--- src/rnpc_defines.svh ---
// constants for the reset and nmi pin controller
`ifndef RNPC_DEFINES_SVH
`define RNPC_DEFINES_SVH
`define RNPC_CLK_PERIOD_NS     10
`define RNPC_RST_MIN_NS        500
`define RNPC_RST_MIN_CYC       ((`RNPC_RST_MIN_NS + `RNPC_CLK_PERIOD_NS - 1) / `RNPC_CLK_PERIOD_NS)
`define RNPC_SEQ_NS            1000
`define RNPC_SEQ_CYC           ((`RNPC_SEQ_NS + `RNPC_CLK_PERIOD_NS - 1) / `RNPC_CLK_PERIOD_NS)
`define RNPC_CNT_W             16
`endif

--- src/rnpc_pkg.sv ---
// types for the reset and nmi pin controller
`default_nettype none
package rnpc_pkg;
  // gray along seq, init, run
  typedef enum logic [1:0] {
    RNPC_RUN  = 2'h2,
    RNPC_SEQ  = 2'h1,
    RNPC_INIT = 2'h3
  } rnpc_state_e;

  typedef struct packed {
    logic sw_reset;
    logic wdt_reset;
    logic end_of_init_instr;
    logic powerdown_instr;
  } rnpc_cpu_s;
endpackage
`default_nettype wire

--- src/rnpc_reset_nmi_pin_control.sv ---
// reset input, reset indication, nmi trap and power-down gating
// Behaviour
// - low reset pin for minimum time resets
// - bidirectional mode drives reset pin during sequence
// - indication low on hw, sw, watchdog reset
// - indication released only after end-of-init
// - nmi falling edge requests trap
// - powerdown entered when nmi low, config zero
// - powerdown ignored when nmi high, config zero
// - timing pin selects reset mode, wake timing
`timescale 1ns/1ps
`default_nettype none
`include "rnpc_defines.svh"
module rnpc_reset_nmi_pin_control #(
  parameter int SEQ_CYC = `RNPC_SEQ_CYC,
  parameter int MIN_CYC = `RNPC_RST_MIN_CYC
) (
  // clock and reset
  input  wire logic              clk_i,
  input  wire logic              arst_n_i,
  // pins
  input  wire logic              reset_in_pin_i,
  output logic                   reset_in_pin_o,
  output logic                   reset_in_pin_oe_n_o,
  output logic                   reset_indication_out_o,
  input  wire logic              nonmaskable_irq_pin_i,
  input  wire logic              powerdown_timing_pin_i,
  // cpu side
  input  wire rnpc_pkg::rnpc_cpu_s cpu_i,
  input  wire logic              bidir_reset_enable_i,
  input  wire logic              powerdown_config_bit_i,
  output logic                   nmi_trap_o,
  output logic                   powerdown_o,
  output logic                   core_reset_o,
  output logic                   async_reset_sel_o,
  output logic                   wake_timing_o
);
  logic [1:0] rst_sync_r, nmi_sync_r, rpd_sync_r;
  logic       nmi_prev_r;
  logic [`RNPC_CNT_W-1:0] low_cnt_r, seq_cnt_r;
  rnpc_pkg::rnpc_state_e state_r;
  logic       hw_reset;
  logic [2:0] drive_hist_r;
  logic       own_mask;

  // two stages; only stage one feeds stage two
  always_ff @(posedge clk_i or negedge arst_n_i) begin
    if (!arst_n_i) begin
      rst_sync_r <= 2'h3;
      nmi_sync_r <= 2'h3;
      rpd_sync_r <= 2'h0;
    end else begin
      rst_sync_r <= {rst_sync_r[0], reset_in_pin_i};
      nmi_sync_r <= {nmi_sync_r[0], nonmaskable_irq_pin_i};
      rpd_sync_r <= {rpd_sync_r[0], powerdown_timing_pin_i};
    end
  end

  // short glitches on the reset pin are filtered by the low count
  always_ff @(posedge clk_i or negedge arst_n_i) begin
    if (!arst_n_i) begin
      low_cnt_r <= '0;
    end else if (rst_sync_r[1]) begin
      low_cnt_r <= '0;
    end else if (low_cnt_r < MIN_CYC[`RNPC_CNT_W-1:0]) begin
      low_cnt_r <= low_cnt_r + 1'b1;
    end
  end
  // history of own drive, long enough to cover the synchroniser lag
  always_ff @(posedge clk_i or negedge arst_n_i) begin
    if (!arst_n_i) begin
      drive_hist_r <= 3'h0;
    end else begin
      drive_hist_r <= {drive_hist_r[1:0], !reset_in_pin_oe_n_o};
    end
  end
  // own drive of the pin is masked, else bidir mode would latch up
  // limitation: an external pulse inside the mask window is not seen
  assign own_mask = (state_r == rnpc_pkg::RNPC_SEQ) || !reset_in_pin_oe_n_o || (|drive_hist_r);
  assign hw_reset = (low_cnt_r >= MIN_CYC[`RNPC_CNT_W-1:0] - 1'b1) && !rst_sync_r[1]
                    && !own_mask;

  always_ff @(posedge clk_i or negedge arst_n_i) begin
    if (!arst_n_i) begin
      state_r   <= rnpc_pkg::RNPC_SEQ;
      seq_cnt_r <= '0;
    end else begin
      case (state_r)
        rnpc_pkg::RNPC_SEQ: begin
          if (seq_cnt_r >= SEQ_CYC[`RNPC_CNT_W-1:0] - 1'b1) begin
            state_r <= rnpc_pkg::RNPC_INIT;
          end else begin
            seq_cnt_r <= seq_cnt_r + 1'b1;
          end
        end
        rnpc_pkg::RNPC_INIT: begin
          if (hw_reset || cpu_i.sw_reset || cpu_i.wdt_reset) begin
            state_r   <= rnpc_pkg::RNPC_SEQ;
            seq_cnt_r <= '0;
          end else if (cpu_i.end_of_init_instr) begin
            state_r <= rnpc_pkg::RNPC_RUN;
          end
        end
        rnpc_pkg::RNPC_RUN: begin
          if (hw_reset || cpu_i.sw_reset || cpu_i.wdt_reset) begin
            state_r   <= rnpc_pkg::RNPC_SEQ;
            seq_cnt_r <= '0;
          end
        end
        default: begin
          state_r   <= rnpc_pkg::RNPC_SEQ;
          seq_cnt_r <= '0;
        end
      endcase
    end
  end

  // pin outputs registered
  always_ff @(posedge clk_i or negedge arst_n_i) begin
    if (!arst_n_i) begin
      reset_indication_out_o <= 1'b0;
      reset_in_pin_o         <= 1'b0;
      reset_in_pin_oe_n_o    <= 1'b1;
      core_reset_o           <= 1'b1;
    end else begin
      reset_indication_out_o <= (state_r == rnpc_pkg::RNPC_RUN) && !cpu_i.sw_reset
                                && !cpu_i.wdt_reset && !hw_reset;
      reset_in_pin_o         <= 1'b0;
      reset_in_pin_oe_n_o    <= !(bidir_reset_enable_i && state_r == rnpc_pkg::RNPC_SEQ);
      core_reset_o           <= (state_r == rnpc_pkg::RNPC_SEQ);
    end
  end

  // nmi edge and power-down gating
  always_ff @(posedge clk_i or negedge arst_n_i) begin
    if (!arst_n_i) begin
      nmi_prev_r  <= 1'b1;
      nmi_trap_o  <= 1'b0;
      powerdown_o <= 1'b0;
    end else begin
      nmi_prev_r <= nmi_sync_r[1];
      nmi_trap_o <= nmi_prev_r && !nmi_sync_r[1];
      if (state_r != rnpc_pkg::RNPC_RUN) begin
        powerdown_o <= 1'b0;
      end else if (cpu_i.powerdown_instr) begin
        // config one: nmi does not gate entry
        powerdown_o <= powerdown_config_bit_i || !nmi_sync_r[1];
      end
    end
  end

  // timing pin level selects reset style and wake timing
  always_ff @(posedge clk_i or negedge arst_n_i) begin
    if (!arst_n_i) begin
      async_reset_sel_o <= 1'b0;
      wake_timing_o     <= 1'b0;
    end else begin
      async_reset_sel_o <= rpd_sync_r[1];
      wake_timing_o     <= rpd_sync_r[1];
    end
  end

  a_nmi_edge_trap: assert property (@(posedge clk_i) disable iff (!arst_n_i)
    $fell(nmi_sync_r[1]) |=> nmi_trap_o) else $error("nmi edge lost");
  a_pd_nmi_high: assert property (@(posedge clk_i) disable iff (!arst_n_i)
    (state_r == rnpc_pkg::RNPC_RUN && cpu_i.powerdown_instr && !powerdown_config_bit_i && nmi_sync_r[1])
    |=> !powerdown_o) else $error("powerdown not ignored");
  a_pd_nmi_low: assert property (@(posedge clk_i) disable iff (!arst_n_i)
    (state_r == rnpc_pkg::RNPC_RUN && cpu_i.powerdown_instr && !nmi_sync_r[1])
    |=> powerdown_o) else $error("powerdown not entered");
  a_bidir_drive: assert property (@(posedge clk_i) disable iff (!arst_n_i)
    (state_r == rnpc_pkg::RNPC_SEQ && bidir_reset_enable_i) |=> !reset_in_pin_oe_n_o)
    else $error("reset pin not driven");
  a_sw_rst_ind: assert property (@(posedge clk_i) disable iff (!arst_n_i)
    (cpu_i.sw_reset || cpu_i.wdt_reset) |=> !reset_indication_out_o[*2])
    else $error("indication not low");
  a_init_hold: assert property (@(posedge clk_i) disable iff (!arst_n_i)
    $rose(reset_indication_out_o) |-> $past(cpu_i.end_of_init_instr, 2))
    else $error("released without end of init");
  a_hw_reset_seq: assert property (@(posedge clk_i) disable iff (!arst_n_i)
    (hw_reset && state_r != rnpc_pkg::RNPC_SEQ) |=> state_r == rnpc_pkg::RNPC_SEQ)
    else $error("pin reset missed");
  a_rpd_follow: assert property (@(posedge clk_i) disable iff (!arst_n_i)
    1'b1 |=> async_reset_sel_o == $past(rpd_sync_r[1]))
    else $error("timing pin not followed");
  a_sync_path: assert property (@(posedge clk_i) disable iff (!arst_n_i)
    $fell(nmi_sync_r[1]) |-> $past(nmi_sync_r[0]) == 1'b0)
    else $error("sync skipped");
  // own release of the pin must not restart the sequence
  a_no_relatch: assert property (@(posedge clk_i) disable iff (!arst_n_i)
    (|drive_hist_r && state_r != rnpc_pkg::RNPC_SEQ && !cpu_i.sw_reset && !cpu_i.wdt_reset)
    |=> state_r != rnpc_pkg::RNPC_SEQ) else $error("own drive retriggered");
  a_pin_low_only: assert property (@(posedge clk_i) disable iff (!arst_n_i)
    !reset_in_pin_o) else $error("reset pin driven high");
  a_core_rst_seq: assert property (@(posedge clk_i) disable iff (!arst_n_i)
    1'b1 |=> core_reset_o == $past(state_r == rnpc_pkg::RNPC_SEQ))
    else $error("core reset wrong");
  a_ind_run_only: assert property (@(posedge clk_i) disable iff (!arst_n_i)
    reset_indication_out_o |-> $past(state_r == rnpc_pkg::RNPC_RUN))
    else $error("indication high outside run");
  a_trap_single: assert property (@(posedge clk_i) disable iff (!arst_n_i)
    nmi_trap_o |=> !nmi_trap_o)
    else $error("trap longer than one cycle");
  a_pd_cleared: assert property (@(posedge clk_i) disable iff (!arst_n_i)
    (state_r != rnpc_pkg::RNPC_RUN) |=> !powerdown_o)
    else $error("powerdown kept through reset");
  a_low_cnt_sat: assert property (@(posedge clk_i) disable iff (!arst_n_i)
    low_cnt_r <= MIN_CYC[`RNPC_CNT_W-1:0])
    else $error("low count overran");
  a_seq_bound: assert property (@(posedge clk_i) disable iff (!arst_n_i)
    (state_r == rnpc_pkg::RNPC_SEQ) |-> seq_cnt_r < SEQ_CYC[`RNPC_CNT_W-1:0])
    else $error("sequence count overran");
  a_wake_follow: assert property (@(posedge clk_i) disable iff (!arst_n_i)
    1'b1 |=> wake_timing_o == $past(rpd_sync_r[1]))
    else $error("wake timing not followed");
endmodule
`default_nettype wire

--- config.mk ---
export PLATFORM = sky130hd
export DESIGN_NAME = rnpc_reset_nmi_pin_control
export DESIGN_NICKNAME = d
export VERILOG_FILES = /design/src/rnpc_pkg.sv /design/src/rnpc_reset_nmi_pin_control.sv
export VERILOG_INCLUDE_DIRS = /design/src
export SDC_FILE = /design/constraint.sdc
export NUM_CORES = 1
export LEC_CHECK = 0
export BUFFER_PORTS_ARGS = -buffer_cell sky130_fd_sc_hd__buf_2
export CORE_ASPECT_RATIO = 0.9
export CORE_MARGIN = 8
export CORE_UTILIZATION = 52
export CTS_CLUSTER_DIAMETER = 150
export DETAILED_ROUTE_END_ITERATION = 12
export PLACE_DENSITY_LB_ADDON = 0.1
export SLEW_MARGIN = 20
export SYNTH_ARGS = -nofsm -noshare
export SYNTH_HDL_FRONTEND = slang
export SYNTH_SLANG_ARGS = --single-unit
--- constraint.sdc ---
create_clock -name clk_i -period 2.3 [get_ports clk_i]
set_clock_uncertainty 0.15 [all_clocks]
set_input_delay 0.345 -clock clk_i [delete_from_list [all_inputs] [get_ports clk_i]]
set_output_delay 0.345 -clock clk_i [all_outputs]
set_load 0.005 [all_outputs]
==> flow_results.org, run 1 <==
** Outcome
- The flow ran to the end, and the final reports show no timing, DRC or antenna violations.

** Synthesis
- The most used flip-flop cell after synthesis is sky130_fd_sc_hd__dfrtp_1.
- Synthesis instantiated between 40 and 50 different standard cells from the library.
- The most common cell in the synthesized netlist is sky130_fd_sc_hd__dfrtp_1.
- EDFF count, synth :: 0
- Synthesis produced a netlist with a net count of 180.
- The Yosys step of the flow raised 0 warnings.
- After synthesis, the mean cell area works out to roughly 12 um2.
- Most frequent cells after synthesis :: 42 x sky130_fd_sc_hd__dfrtp_1, 11 x sky130_fd_sc_hd__nor2_1, 10 x sky130_fd_sc_hd__nand2_1, 9 x sky130_fd_sc_hd__and2_1, 8 x sky130_fd_sc_hd__dfstp_2
- Asr flop ratio synth :: 100%
- The largest total area in the synthesized netlist belongs to sky130_fd_sc_hd__dfrtp_1.
- Number of storage elements in the synthesis netlist :: 50
- Combined area of all synthesized cells :: 2000 um2
- Share of the synthesized area in the top cell type :: 52.4%
- Sequential cells were found to cover a little over three fifths of the synthesized design area.
- After technology mapping, the gate count stands at 165.
- Top cells by area in the synthesized netlist :: sky130_fd_sc_hd__dfrtp_1 52%, sky130_fd_sc_hd__dfstp_2 10%, sky130_fd_sc_hd__and2_1 2.8%, sky130_fd_sc_hd__ha_1 2.5%, sky130_fd_sc_hd__nor2b_1 2.2%

** Clock tree
- CTS Sinks :: 50
- After clock tree synthesis, the clock-pin slew on the worst setup and hold paths is 80 ps.
- Clock tree from TritonCTS :: yes
- CTS H-tree depth :: 2
- CTS Buf Count :: 5
- The longest clock path from root to sink contains 2 buffers.
- The tree is rooted in a sky130_fd_sc_hd__clkbuf_8.
- The later pin in the worst-skew pair is clocked with a latency of 300 ps.

** Floorplanning
- Number of I/O pins :: 19
- The die is 81.4 um wide.
- After floorplanning, the core was divided into 21 placement rows.
- Once the floorplan was initialized, standard cells occupied approximately 54% of the core.
- The core region is 3700 um2.
- The floorplan step set the die height to 74.9 um.
- Die Footprint :: 6100 um2

** Setup path
- Sum of buffers and inverters on the critical path :: 0
- For the worst setup path, the data arrival time is 2340 ps.
- At the worst endpoint, the required time is 2370 ps.
- Path type of the worst setup path :: flip-flop to flip-flop
- Crit-path cells :: ha_1 > nor4_2 > o22a_1 > nand2_2 > or4_1 > a21boi_1
- On the critical path, the stage with the largest delay is an instance of sky130_fd_sc_hd__or4_1.
- Kind of start point of the critical path :: flip-flop
- The worst setup path is captured at a flip-flop.
- Family of cells with the greatest summed delay on the critical path :: simple AND/OR/NAND/NOR gates
- For this run, the slowest stage of the critical path takes 520 ps.
- Along the worst path, the maximum fanout reaches 4.

** Global route
- Pin count of the biggest net entering global routing :: 51
- The via count of the first global-routing pass is about 1,300.
- The initial antenna violation count was 0.
- Remaining global-route overflow :: 0
- Total routing resource utilization after global routing :: around an eighth
- The first global-routing pass estimated 6.22 mm of wire.

** Timing
- The count of endpoints failing hold in the final timing report was 0.
- Setup violations remaining at the end of the flow were counted as 0.
- Maximum operating frequency :: 440 MHz
- The final critical path takes up about 100% of the cycle.
- Max_slew headroom :: 60.3%
- Setup WS post-layout :: 27.2 ps
- The count of pins over their slew limit was 0.
- At the pin with the least slew margin, the transition time is 596 ps.
- After layout, the minimum clock period comes to 2270 ps.

** Placed design
- The count of buffers added on input and output ports is 17.
- Pre-CTS worst setup slack :: -19.8 ps
- Gp weighted congestion :: ~0.87
- Summing all placed instances gives a cell area of 2180 um2.
- Summed over all nets, the half-perimeter wirelength after detailed placement is between 2 and 2.5 mm.

** Detailed routing
- The detailed router finished its first iteration with 53 violations.
- In the routed design, unresolved DRC markers number 0.
- After detailed routing, the number of vias per cell comes to 5.19.
- Post-route antenna net violation count :: 0
- Before antenna repair, the detailed router went through 4 iterations.
- Per-cell routed wire length :: 14.8 um
- Post-Route WL :: ~3.7 mm
- Detailed routing inserted a total of 1,302 vias.

** Pwr
- For this design the static power due to leakage is ~1.2 nW.
- Combinational power share :: 17.7%
- Power spread over the standard cell area amounts to 791 nW/um2.
- Switching share of total power :: 26.8%
- Internal power consumption :: 1.41 mW
- Worst voltage drop across the vdd grid :: 0.538 mV
- Clock network fraction of total power :: 28.3%
- Psw :: 517 uW
- Registers are responsible for 54.0% of the overall power.

** Layout
- Antenna diodes :: 0
- Counting the fill cells in the layout gives approximately 290.
- Area Overhead vs Synth :: 21.8%
- After routing the design area is about 2400 um2.
- Cells with a size suffix above 1 make up 29.3% of the layout.
- After the last flow step, the layout net total stands at 219.

** Run
- Max-cap violations in this run came to 0.

** Min path
- Worst min-delay path class :: input pin to flip-flop
## power by group through the flow
| stage | registers (mW) | clock network, mW | logic, mW |
|---|---|---|---|
| floorplan | 1.03 | 0 | 0.195 |
| global placement | 1.05 | 0 | 0.277 |
| detailed placement | 1.05 | 0 | 0.287 |
| CTS | 1.04 | 0.566 | 0.314 |
| global route | 1.05 | 0.601 | 0.377 |
| finish | 1.04 | 0.546 | 0.341 |
## cell type report
cell class              instances  area [um2]  area share (%)
clock inverters                 1        8.76           0.359
well taps                      46        57.6            2.36
repair buffers                 38         263            10.8
multi-input cells             102         728            29.8
clock buffers                   7        96.3            3.95
flip-flops and latches         50        1260            51.7
inverters                       7        26.3            1.08
## cell families (layout without fill, tap and decap cells)
logic type               after synthesis  after routing  synth area share, %
AO/OA/AOI/OAI                         21             21                 8.55
XOR/XNOR                               4              4                 1.75
adder cells (fa/ha/maj)                4              4                 2.50
buffers and inverters                 13             53                 3.25
flip-flops                            50             50                 62.9
multiplexers                           2              2                 1.06
other                                  1              1                0.187
AND/OR/NAND/NOR                       70             70                 19.8
## cell usage in the layout, fill, tap and decap left out, types with 2 or more instances in the layout
master,Yosys,routed
sky130_fd_sc_hd__and2_1,9,9
sky130_fd_sc_hd__and2b_1,4,4
sky130_fd_sc_hd__buf_2,1,17
sky130_fd_sc_hd__buf_4,2,14
sky130_fd_sc_hd__clkbuf_8,0,7
sky130_fd_sc_hd__dfrtp_1,42,42
sky130_fd_sc_hd__dfstp_2,8,8
sky130_fd_sc_hd__dlygate4sd3_1,0,5
sky130_fd_sc_hd__ha_1,4,4
sky130_fd_sc_hd__inv_1,7,7
sky130_fd_sc_hd__nand2_1,10,9
sky130_fd_sc_hd__nand2b_1,2,2
sky130_fd_sc_hd__nand3_1,7,7
sky130_fd_sc_hd__nor2_1,11,11
sky130_fd_sc_hd__nor2b_1,7,7
sky130_fd_sc_hd__nor3_1,4,4
sky130_fd_sc_hd__nor3b_1,2,2
sky130_fd_sc_hd__nor4_1,4,3
sky130_fd_sc_hd__o211ai_1,4,4
sky130_fd_sc_hd__o21a_1,2,2
sky130_fd_sc_hd__o31ai_1,3,2
sky130_fd_sc_hd__o31ai_4,1,2
sky130_fd_sc_hd__or4_1,4,3
sky130_fd_sc_hd__xnor2_1,4,4
## state kept, by name, indices dropped and copies added (netlist names)
signal                  cells
wake_timing_o               1
core_reset_o                1
drive_hist_r                3
rst_sync_r                  2
state_r                     2
rpd_sync_r                  2
nmi_sync_r                  2
nmi_trap_o                  1
seq_cnt_r                  16
powerdown_o                 1
reset_indication_out_o      1
nmi_prev_r                  1
reset_in_pin_oe_n_o         1
low_cnt_r                  16
## stage by stage
step | setup TNS (ps) | hold slack (ps) | power (mW) | util [%] | instances
finish | 0 | 135 | 1.93 | 65.9 | 251
global route | -61.0 | 165 | 2.03 | 65.9 | 251
CTS | -22.6 | 126 | 1.92 | 64.6 | 249
detailed placement | -19.8 | 198 | 1.34 | 58.7 | 231
global placement | 0 | 184 | 1.32 | 58.7 | 231
floorplan | 0 | -101 | 1.23 | - | 165
## final timing paths
path	from	to	slack, ps	depth (start not counted)
max in group asynchronous	arst_n_i	low_cnt_r[8]	1090	3
worst min-delay path	cpu_i[1]	state_r[0]	130	3
min in group asynchronous	arst_n_i	seq_cnt_r[13]	510	3
worst max-delay path	seq_cnt_r[0]	seq_cnt_r[4]	30	6
worst max register to register	seq_cnt_r[0]	seq_cnt_r[4]	30	6
worst min register to register	rst_sync_r[0]	rst_sync_r[1]	210	0
## routing by layer
metal  GRT usage, %  part of all wire (%)  vias up
li1               -                     -      644
met1           17.3                    47      613
met2           19.4                    43       37
met3           5.73                   8.1        8
met4           4.95                   1.8        0
met5              0                     0        -
## what timing repair did
action | 4_1_cts | 5_1_grt
gates cloned | 0 | 1
hold buffers | 5 | 0
setup endpoints to repair | 2 | 8
pin swaps | 5 | 2
endpoints found under the hold margin | 16 | 0
buffers inserted | 5 | 2
resized for setup | 7 | 6
## worst min-delay path: stages
cell	delay, ps
sky130_fd_sc_hd__buf_2	80
sky130_fd_sc_hd__o21a_1	100
sky130_fd_sc_hd__o21ai_0	60
No activity file was read; power rests on OpenSTA's default activity.
==> run 2: changes to the inputs <==
--- a/config.mk
+++ b/config.mk
@@ -8,7 +8,7 @@
 export LEC_CHECK = 0
 export BUFFER_PORTS_ARGS = -buffer_cell sky130_fd_sc_hd__buf_2
 export CORE_ASPECT_RATIO = 0.9
-export CORE_MARGIN = 8
+export CORE_MARGIN = 2
 export CORE_UTILIZATION = 52
 export CTS_CLUSTER_DIAMETER = 150
 export DETAILED_ROUTE_END_ITERATION = 12
==> flow_results.org, run 2 (synthesis gave the netlist of run 1 again) <==
** Outcome
- Status :: finished, violations left
- Violations in the final reports :: setup timing

** Placed design
- Placed cell count :: 232
- Gp weighted congestion :: 0.826
- HPWL after detailed placement :: 2.50 mm
- Total of buffers placed on input and output ports :: 17

** Floorplanning
- The floorplan step defined a die boundary enclosing 4370 um2.
- From left edge to right edge, the die measures 69.4 um.
- In this run the core area contains 21 standard-cell rows.
- Die Y :: 62.9 um
- The initial utilization of the core area, before any placement, comes to a little over half.
- Number of I/O pins :: 19
- The floorplan step defined a core boundary enclosing 3700 um2.

** Timing
- Static timing analysis puts the maximum clock frequency at 425 MHz.
- Setup slack on the critical path of the routed design comes to -54.5 ps.
- Post-layout minimum cycle time :: 2350 ps
- The count of pins over their slew limit came to 0.
- Setup repair after global routing could not meet its margin everywhere.
- Final hold viol count :: 0
- At the pin with the least slew margin, the transition time is 556 ps.
- Share of the clock period used by the worst path :: 102%
- The worst pin sits at a relative slew slack of roughly 63%.
- Setup violations remaining at the end of the flow were counted as 7.

** Clock tree
- Clock tree synthesis found a total of 50 sinks.
- Clock tree from TritonCTS :: yes
- The H-tree was split into 2 levels.
- Clock latency on the worst-skew pair, taken at its later pin, is just under 300 ps.
- The longest clock path from root to sink contains 2 buffers.
- Clock-pin slew was measured on the worst setup and hold paths at 90 ps.
- Clock tree synthesis inserted a total of 5 buffers.
- Cell chosen for the clock root :: sky130_fd_sc_hd__clkbuf_8

** Layout
- The largest registers in the layout are low_cnt_r x16, seq_cnt_r x16, drive_hist_r x3.
- The number of antenna diodes in the final layout is 0.
- The library cell used most frequently in the layout, excluding fill and tap cells, is sky130_fd_sc_hd__dfrtp_1.
- Relative to the synthesized area, the layout overhead comes to 27.0%.
- Share of post-route cells with drive strength above 1 :: 37.8%
- Total number of nets in the final design :: around 220
- Post-route insts no fill :: 255
- Leaving out fill and tap cells, the most frequent cells in the layout are 42 x sky130_fd_sc_hd__dfrtp_1, 18 x sky130_fd_sc_hd__buf_4, 17 x sky130_fd_sc_hd__buf_2.

** Detailed routing
- Summed over all layers, the routed wires come to 3.75 mm.
- In the final routed layout, each cell accounts on average for 14.7 um.
- Initial DRT Pass Iterations :: 4
- Remaining design rule violation count :: 0
- Post-DR vias/cell :: 5.29
- In this run, the number of DRC markers left after iteration 0 of detailed routing was 114.
- Post-route antenna net violation count :: 0
- Overall via count from detail_route :: approximately 1,300

** Setup path
- Endpoint type of the worst setup path :: flip-flop
- Required arrival time at the worst endpoint :: around 2400 ps
- Of all nets on the critical path, the largest fanout is 6.
- Among all stages on the critical path, the largest delay is contributed by sky130_fd_sc_hd__dfstp_2.
- The largest single stage delay on the critical path is around 540 ps.
- Path type of the worst setup path :: flip-flop to flip-flop
- STA classifies the critical path startpoint as a flip-flop.
- Traced cell by cell, the critical path runs through or4b_4 > o31ai_4 > o21ai_4 > buf_6 > or4_1 > nand2_1.
- STA puts the critical path data arrival time at between 2000 and 2500 ps.

** Global route
- Number of global-route vias before repair :: 1,385
- The first global-routing pass estimated 6.13 mm of wire.
- Pin count of the biggest net entering global routing :: 27
- The initial antenna violation count is 0.
- For this run, the total global-route usage over all layers was measured as 17.7%.
- Global routing finished with a remaining overflow of 0.

** Pwr
- The completed layout was analyzed and its total power is between 2 and 2.5 mW.
- For this design the ratio of total power to cell area is roughly 800 nW/um2.
- Worst voltage drop across the vdd grid :: 0.622 mV
- Leakage dissipation :: 1.21 nW

** Min path
- The worst hold path belongs to the class input pin to flip-flop.

** Run
- Max-cap violations in this run came to 0.
==> run 2: worst paths after layout <==
check / startpoint / end / slack, ps / depth (start not counted)
min in group asynchronous: arst_n_i / seq_cnt_r[1] / 420 / 2
setup reg to reg: reset_in_pin_oe_n_o / seq_cnt_r[2] / -50 / 6
setup / recovery: reset_in_pin_oe_n_o / seq_cnt_r[2] / -50 / 6
hold reg to reg: rpd_sync_r[0] / rpd_sync_r[1] / 200 / 0
max in group asynchronous: arst_n_i / core_reset_o / 920 / 3
hold / removal: cpu_i[1] / state_r[0] / 150 / 3
==> run 2: report_power, final <==
part	internal (mW)	leakage (nW)	switching [mW]	total (mW)
Sequential	0.964	0.645	0.0809	1.04
Combinational	0.202	0.511	0.180	0.383
Clock	0.326	0.0585	0.279	0.605
==> run 2: layout make-up <==
class	instances	area (um2)
sequential	50	1260
fill	283	1160
multi-input combinational	102	787
timing repair buffer	42	302
clock buffer	5	68.8
tap	46	57.6
clock inverter	3	43.8
inverter	7	26.3
==> run 2: timing repair <==
action,4_1_cts,5_1_grt
setup buffers,0,10
endpoints found under the hold margin,23,1
setup endpoints to repair,6,7
pin swaps,0,12
resized for setup,2,27
hold buffers,4,1
==> run 2: worst max-delay path, delay by kind of cell, from the launching register on <==
kind / cells / cell delay [ps]
AOI/OAI and AO/OA: 2 / 460
buffers and inverters: 1 / 140
DFF: 1 / 540
and+or+nand+nor: 3 / 1010
==> run 2: stage by stage <==
stage | utilization [%] | TNS, ps | worst slack, ps | area [um2] | hold slack [ps]
after floorplan | - | 0 | 44.6 | 2000 | -101
after global placement | 58.9 | -16.6 | -10.7 | 2180 | 184
after detailed placement | 58.9 | -100 | -66.7 | 2180 | 186
after CTS | 63.4 | -16.5 | -16.5 | 2350 | 5.29
after global routing | 68.7 | -1390 | -145 | 2550 | 150
final | 68.7 | -150 | -54.5 | 2550 | 149
==> run 2: metal layers <==
| metal | global-route usage (%) | part of all wire, % | up-vias |
|---|---|---|---|
| met5 | 0 | 0 | - |
| met4 | 6.62 | 1.2 | 0 |
| met3 | 4.52 | 3.6 | 4 |
| met2 | 26.8 | 45 | 24 |
| met1 | 24.8 | 50 | 667 |
| li1 | - | - | 654 |
==> run 3: changes to the inputs <==
--- a/config.mk
+++ b/config.mk
@@ -9,7 +9,8 @@
 export BUFFER_PORTS_ARGS = -buffer_cell sky130_fd_sc_hd__buf_2
 export CORE_ASPECT_RATIO = 0.9
 export CORE_MARGIN = 2
-export CORE_UTILIZATION = 52
+export CORE_UTILIZATION = 54
+export CTS_BUF_LIST = sky130_fd_sc_hd__clkbuf_4 sky130_fd_sc_hd__clkbuf_8
 export CTS_CLUSTER_DIAMETER = 150
 export DETAILED_ROUTE_END_ITERATION = 12
 export PLACE_DENSITY_LB_ADDON = 0.1
==> flow_results.org, run 3 (synthesis gave the netlist of run 1 again) <==
** Outcome
- The flow ran to the end, but the final reports show violations.
- Violations in the final reports :: hold timing

** Pwr
- Clock network fraction of total power :: 30.5%
- Summed over all nets, the switching power comes to between 500 and 600 uW.
- Summed over all cells, the static leakage comes to 1.16 nW.
- Combinational power share :: ~17%
- Power density over the cells :: 822 nW/um2
- Of the total power, the share spent switching nets is about a quarter.
- The completed layout was analyzed and its total power is between 2 and 2.5 mW.
- Power share of the sequential group :: 52.5%
- VDD sags by at most 0.414 mV.
- The internal power of the cells totals between 1 and 1.5 mW.

** Floorplanning
- The die is 68.2 um wide.
- Die Y :: 61.8 um
- Std cell rows :: 20
- Once the floorplan was initialized, standard cells occupied around 58% of the core.
- Number of I/O pins :: 19
- Die Footprint :: about 4200 um2
- Core Box Area :: 3450 um2

** Detailed routing
- The count of nets left with antenna violations once routing finished came out at 0.
- Post-Route WL :: 3.79 mm
- In the routed design, unresolved DRC markers number 0.
- Before antenna repair, the detailed router went through 4 iterations.
- The final route contains 1,356 vias.
- In the routed layout, each cell is associated on average with a via count of 5.51.
- After the first detailed-routing iteration, the DRC count stood at 98.
- Dividing the detail-routed wire length by the instance count gives 15.4 um.

** Timing
- Pins Over Slew Limit :: 0
- In the post-route analysis, the smallest setup slack over all paths is 4.03 ps.
- The clock period could shrink to 2300 ps.
- Maximum operating frequency :: approximately 440 MHz
- Number of endpoints failing setup at the final stage :: 0
- The tightest hold path in the finished design has a slack of -18.5 ps.
- Transition at the pin with the smallest max-transition slack :: 615 ps
- Max_slew headroom :: 58.9%
- Final hold viol count :: 30
- Setup repair after global routing could not meet its margin everywhere.
- The worst path uses roughly 100% of the clock period.

** Layout
- Cells fill 70.9% of the core in the end.
- The finished cells cover 2450 um2.
- The post-route netlist has 30.2% of its cells at a drive strength greater than 1.
- Leaving out fill and tap cells, the most frequent cells in the layout are 42 x sky130_fd_sc_hd__dfrtp_1, 17 x sky130_fd_sc_hd__buf_2, 13 x sky130_fd_sc_hd__buf_4.
- The library cell used most frequently in the layout, excluding fill and tap cells, is sky130_fd_sc_hd__dfrtp_1.
- Compared with the post-synthesis result, the final layout area differs by 22.1%.
- For this run, the post-layout net count is 216.
- The repair_antennas step left the layout with diodes totalling 0.
- The largest registers in the layout are low_cnt_r x16, seq_cnt_r x16, drive_hist_r x3.
- After filler insertion, the fill cell instance count of the layout stands at between 200 and 300.

** Clock tree
- CTS Sinks :: 50
- No sink is reached through more buffers than the 2 on the longest clock path.
- Cell chosen for the clock root :: sky130_fd_sc_hd__clkbuf_8
- Counting the buffers created by CTS gives 5.
- After clock tree synthesis, the clock-pin slew on the worst setup and hold paths is 80 ps.
- Clock tree from TritonCTS :: yes
- Clock insertion delay at the later pin of the skew report :: ~300 ps
- CTS built an H-tree with a depth of 2.

** Global route
- Initial antenna violation count :: 0
- The via count of the first global-routing pass came to 1,241.
- Summed over all layers, the global routing overflow is 0.
- The first global-routing pass estimated 5.91 mm of wire.
- Entering global routing, the biggest net connects 51 pins.
- Total routing resource utilization after global routing :: approximately a fifth

** Setup path
- For flop-to-flop paths, the worst setup slack is 4 ps.
- Traced cell by cell, the critical path runs through or4b_4 > o31ai_4 > o21ai_4 > buf_4 > o311ai_4 > o31ai_2.
- Slowest cell on crit path :: sky130_fd_sc_hd__dfstp_2
- Data arrives at the worst endpoint at 2320 ps.
- STA classifies the critical path startpoint as a flip-flop.
- Required arrival time at the worst endpoint :: 2330 ps
- In this design, the stage delay of the slowest critical-path cell is about 530 ps.
- The worst setup path is captured at a flip-flop.
- Path type of the worst setup path :: flip-flop to flip-flop
- Maximum fanout encountered on the critical timing path :: 5

** Placed design
- Pre-CTS worst setup slack :: -163 ps
- The congestion estimate from routability-driven global placement came to roughly 0.99.
- Total of buffers placed on input and output ports :: 17
- DP Area :: ~2200 um2
- HPWL after detailed placement :: between 2 and 2.5 mm

** Run
- Max-capacitance violation count :: 0

** Min path
- Worst min-delay path class :: input pin to async pin
## run 3: per-stage QoR
stage,TNS [ps],instances
6_report,0,246
5_1_grt,-137,246
4_1_cts,0,240
3_5_place_dp,-624,228
3_3_place_gp,0,228
2_1_floorplan,0,165
## run 3: timing repair
item                       in CTS  in global routing
resized for setup               4                 12
setup buffers                   1                  5
gates cloned                    0                  1
hold buffers                    3                  0
setup endpoints to repair       6                  5
hold endpoints to repair        3                  0
pin swaps                       0                  6
## run 3: path summary, 6_finish.rpt
check	endpoint	startpoint	cells after the start
setup reg to reg	seq_cnt_r[5]	reset_in_pin_oe_n_o	6
hold reg to reg	wake_timing_o	rpd_sync_r[1]	0
min in group clk_i	reset_in_pin_oe_n_o	bidir_reset_enable_i	2
hold / removal	nmi_trap_o	arst_n_i	2
setup / recovery	seq_cnt_r[5]	reset_in_pin_oe_n_o	6
max in group asynchronous	low_cnt_r[15]	arst_n_i	2
## run 3: routing by layer
metal / track usage, % / share of wire (%)
met3: 5.05 / 5.5
met4: 8.57 / 1.4
met2: 30.7 / 49
met5: 0 / 0
met1: 26.8 / 44
## run 3: worst max-delay path, delay by kind of cell (launching register included)
kind	cells	cell delay (ps)
AO/OA/AOI/OAI	4	860
buffers and inverters	1	170
flip-flops	1	530
AND/OR/NAND/NOR	1	460
## run 3: power groups by stage
stage / combinational [mW] / sequential [mW] / clock, mW
floorplan: 0.195 / 1.03 / 0
global placement: 0.265 / 1.05 / 0
detailed placement: 0.282 / 1.05 / 0
CTS: 0.291 / 1.04 / 0.624
global route: 0.380 / 1.06 / 0.659
finish: 0.341 / 1.06 / 0.613
## run 3: cell type report
| type | count | area [um2] | share of cell area, % |
|---|---|---|---|
| well taps | 44 | 55.1 | 2.25 |
| repair buffers | 34 | 224 | 9.15 |
| clock buffers | 7 | 83.8 | 3.43 |
| clock inverters | 1 | 30.0 | 1.23 |
| multi-input cells | 103 | 767 | 31.3 |
| inverters | 7 | 26.3 | 1.07 |
| flip-flops and latches | 50 | 1260 | 51.5 |
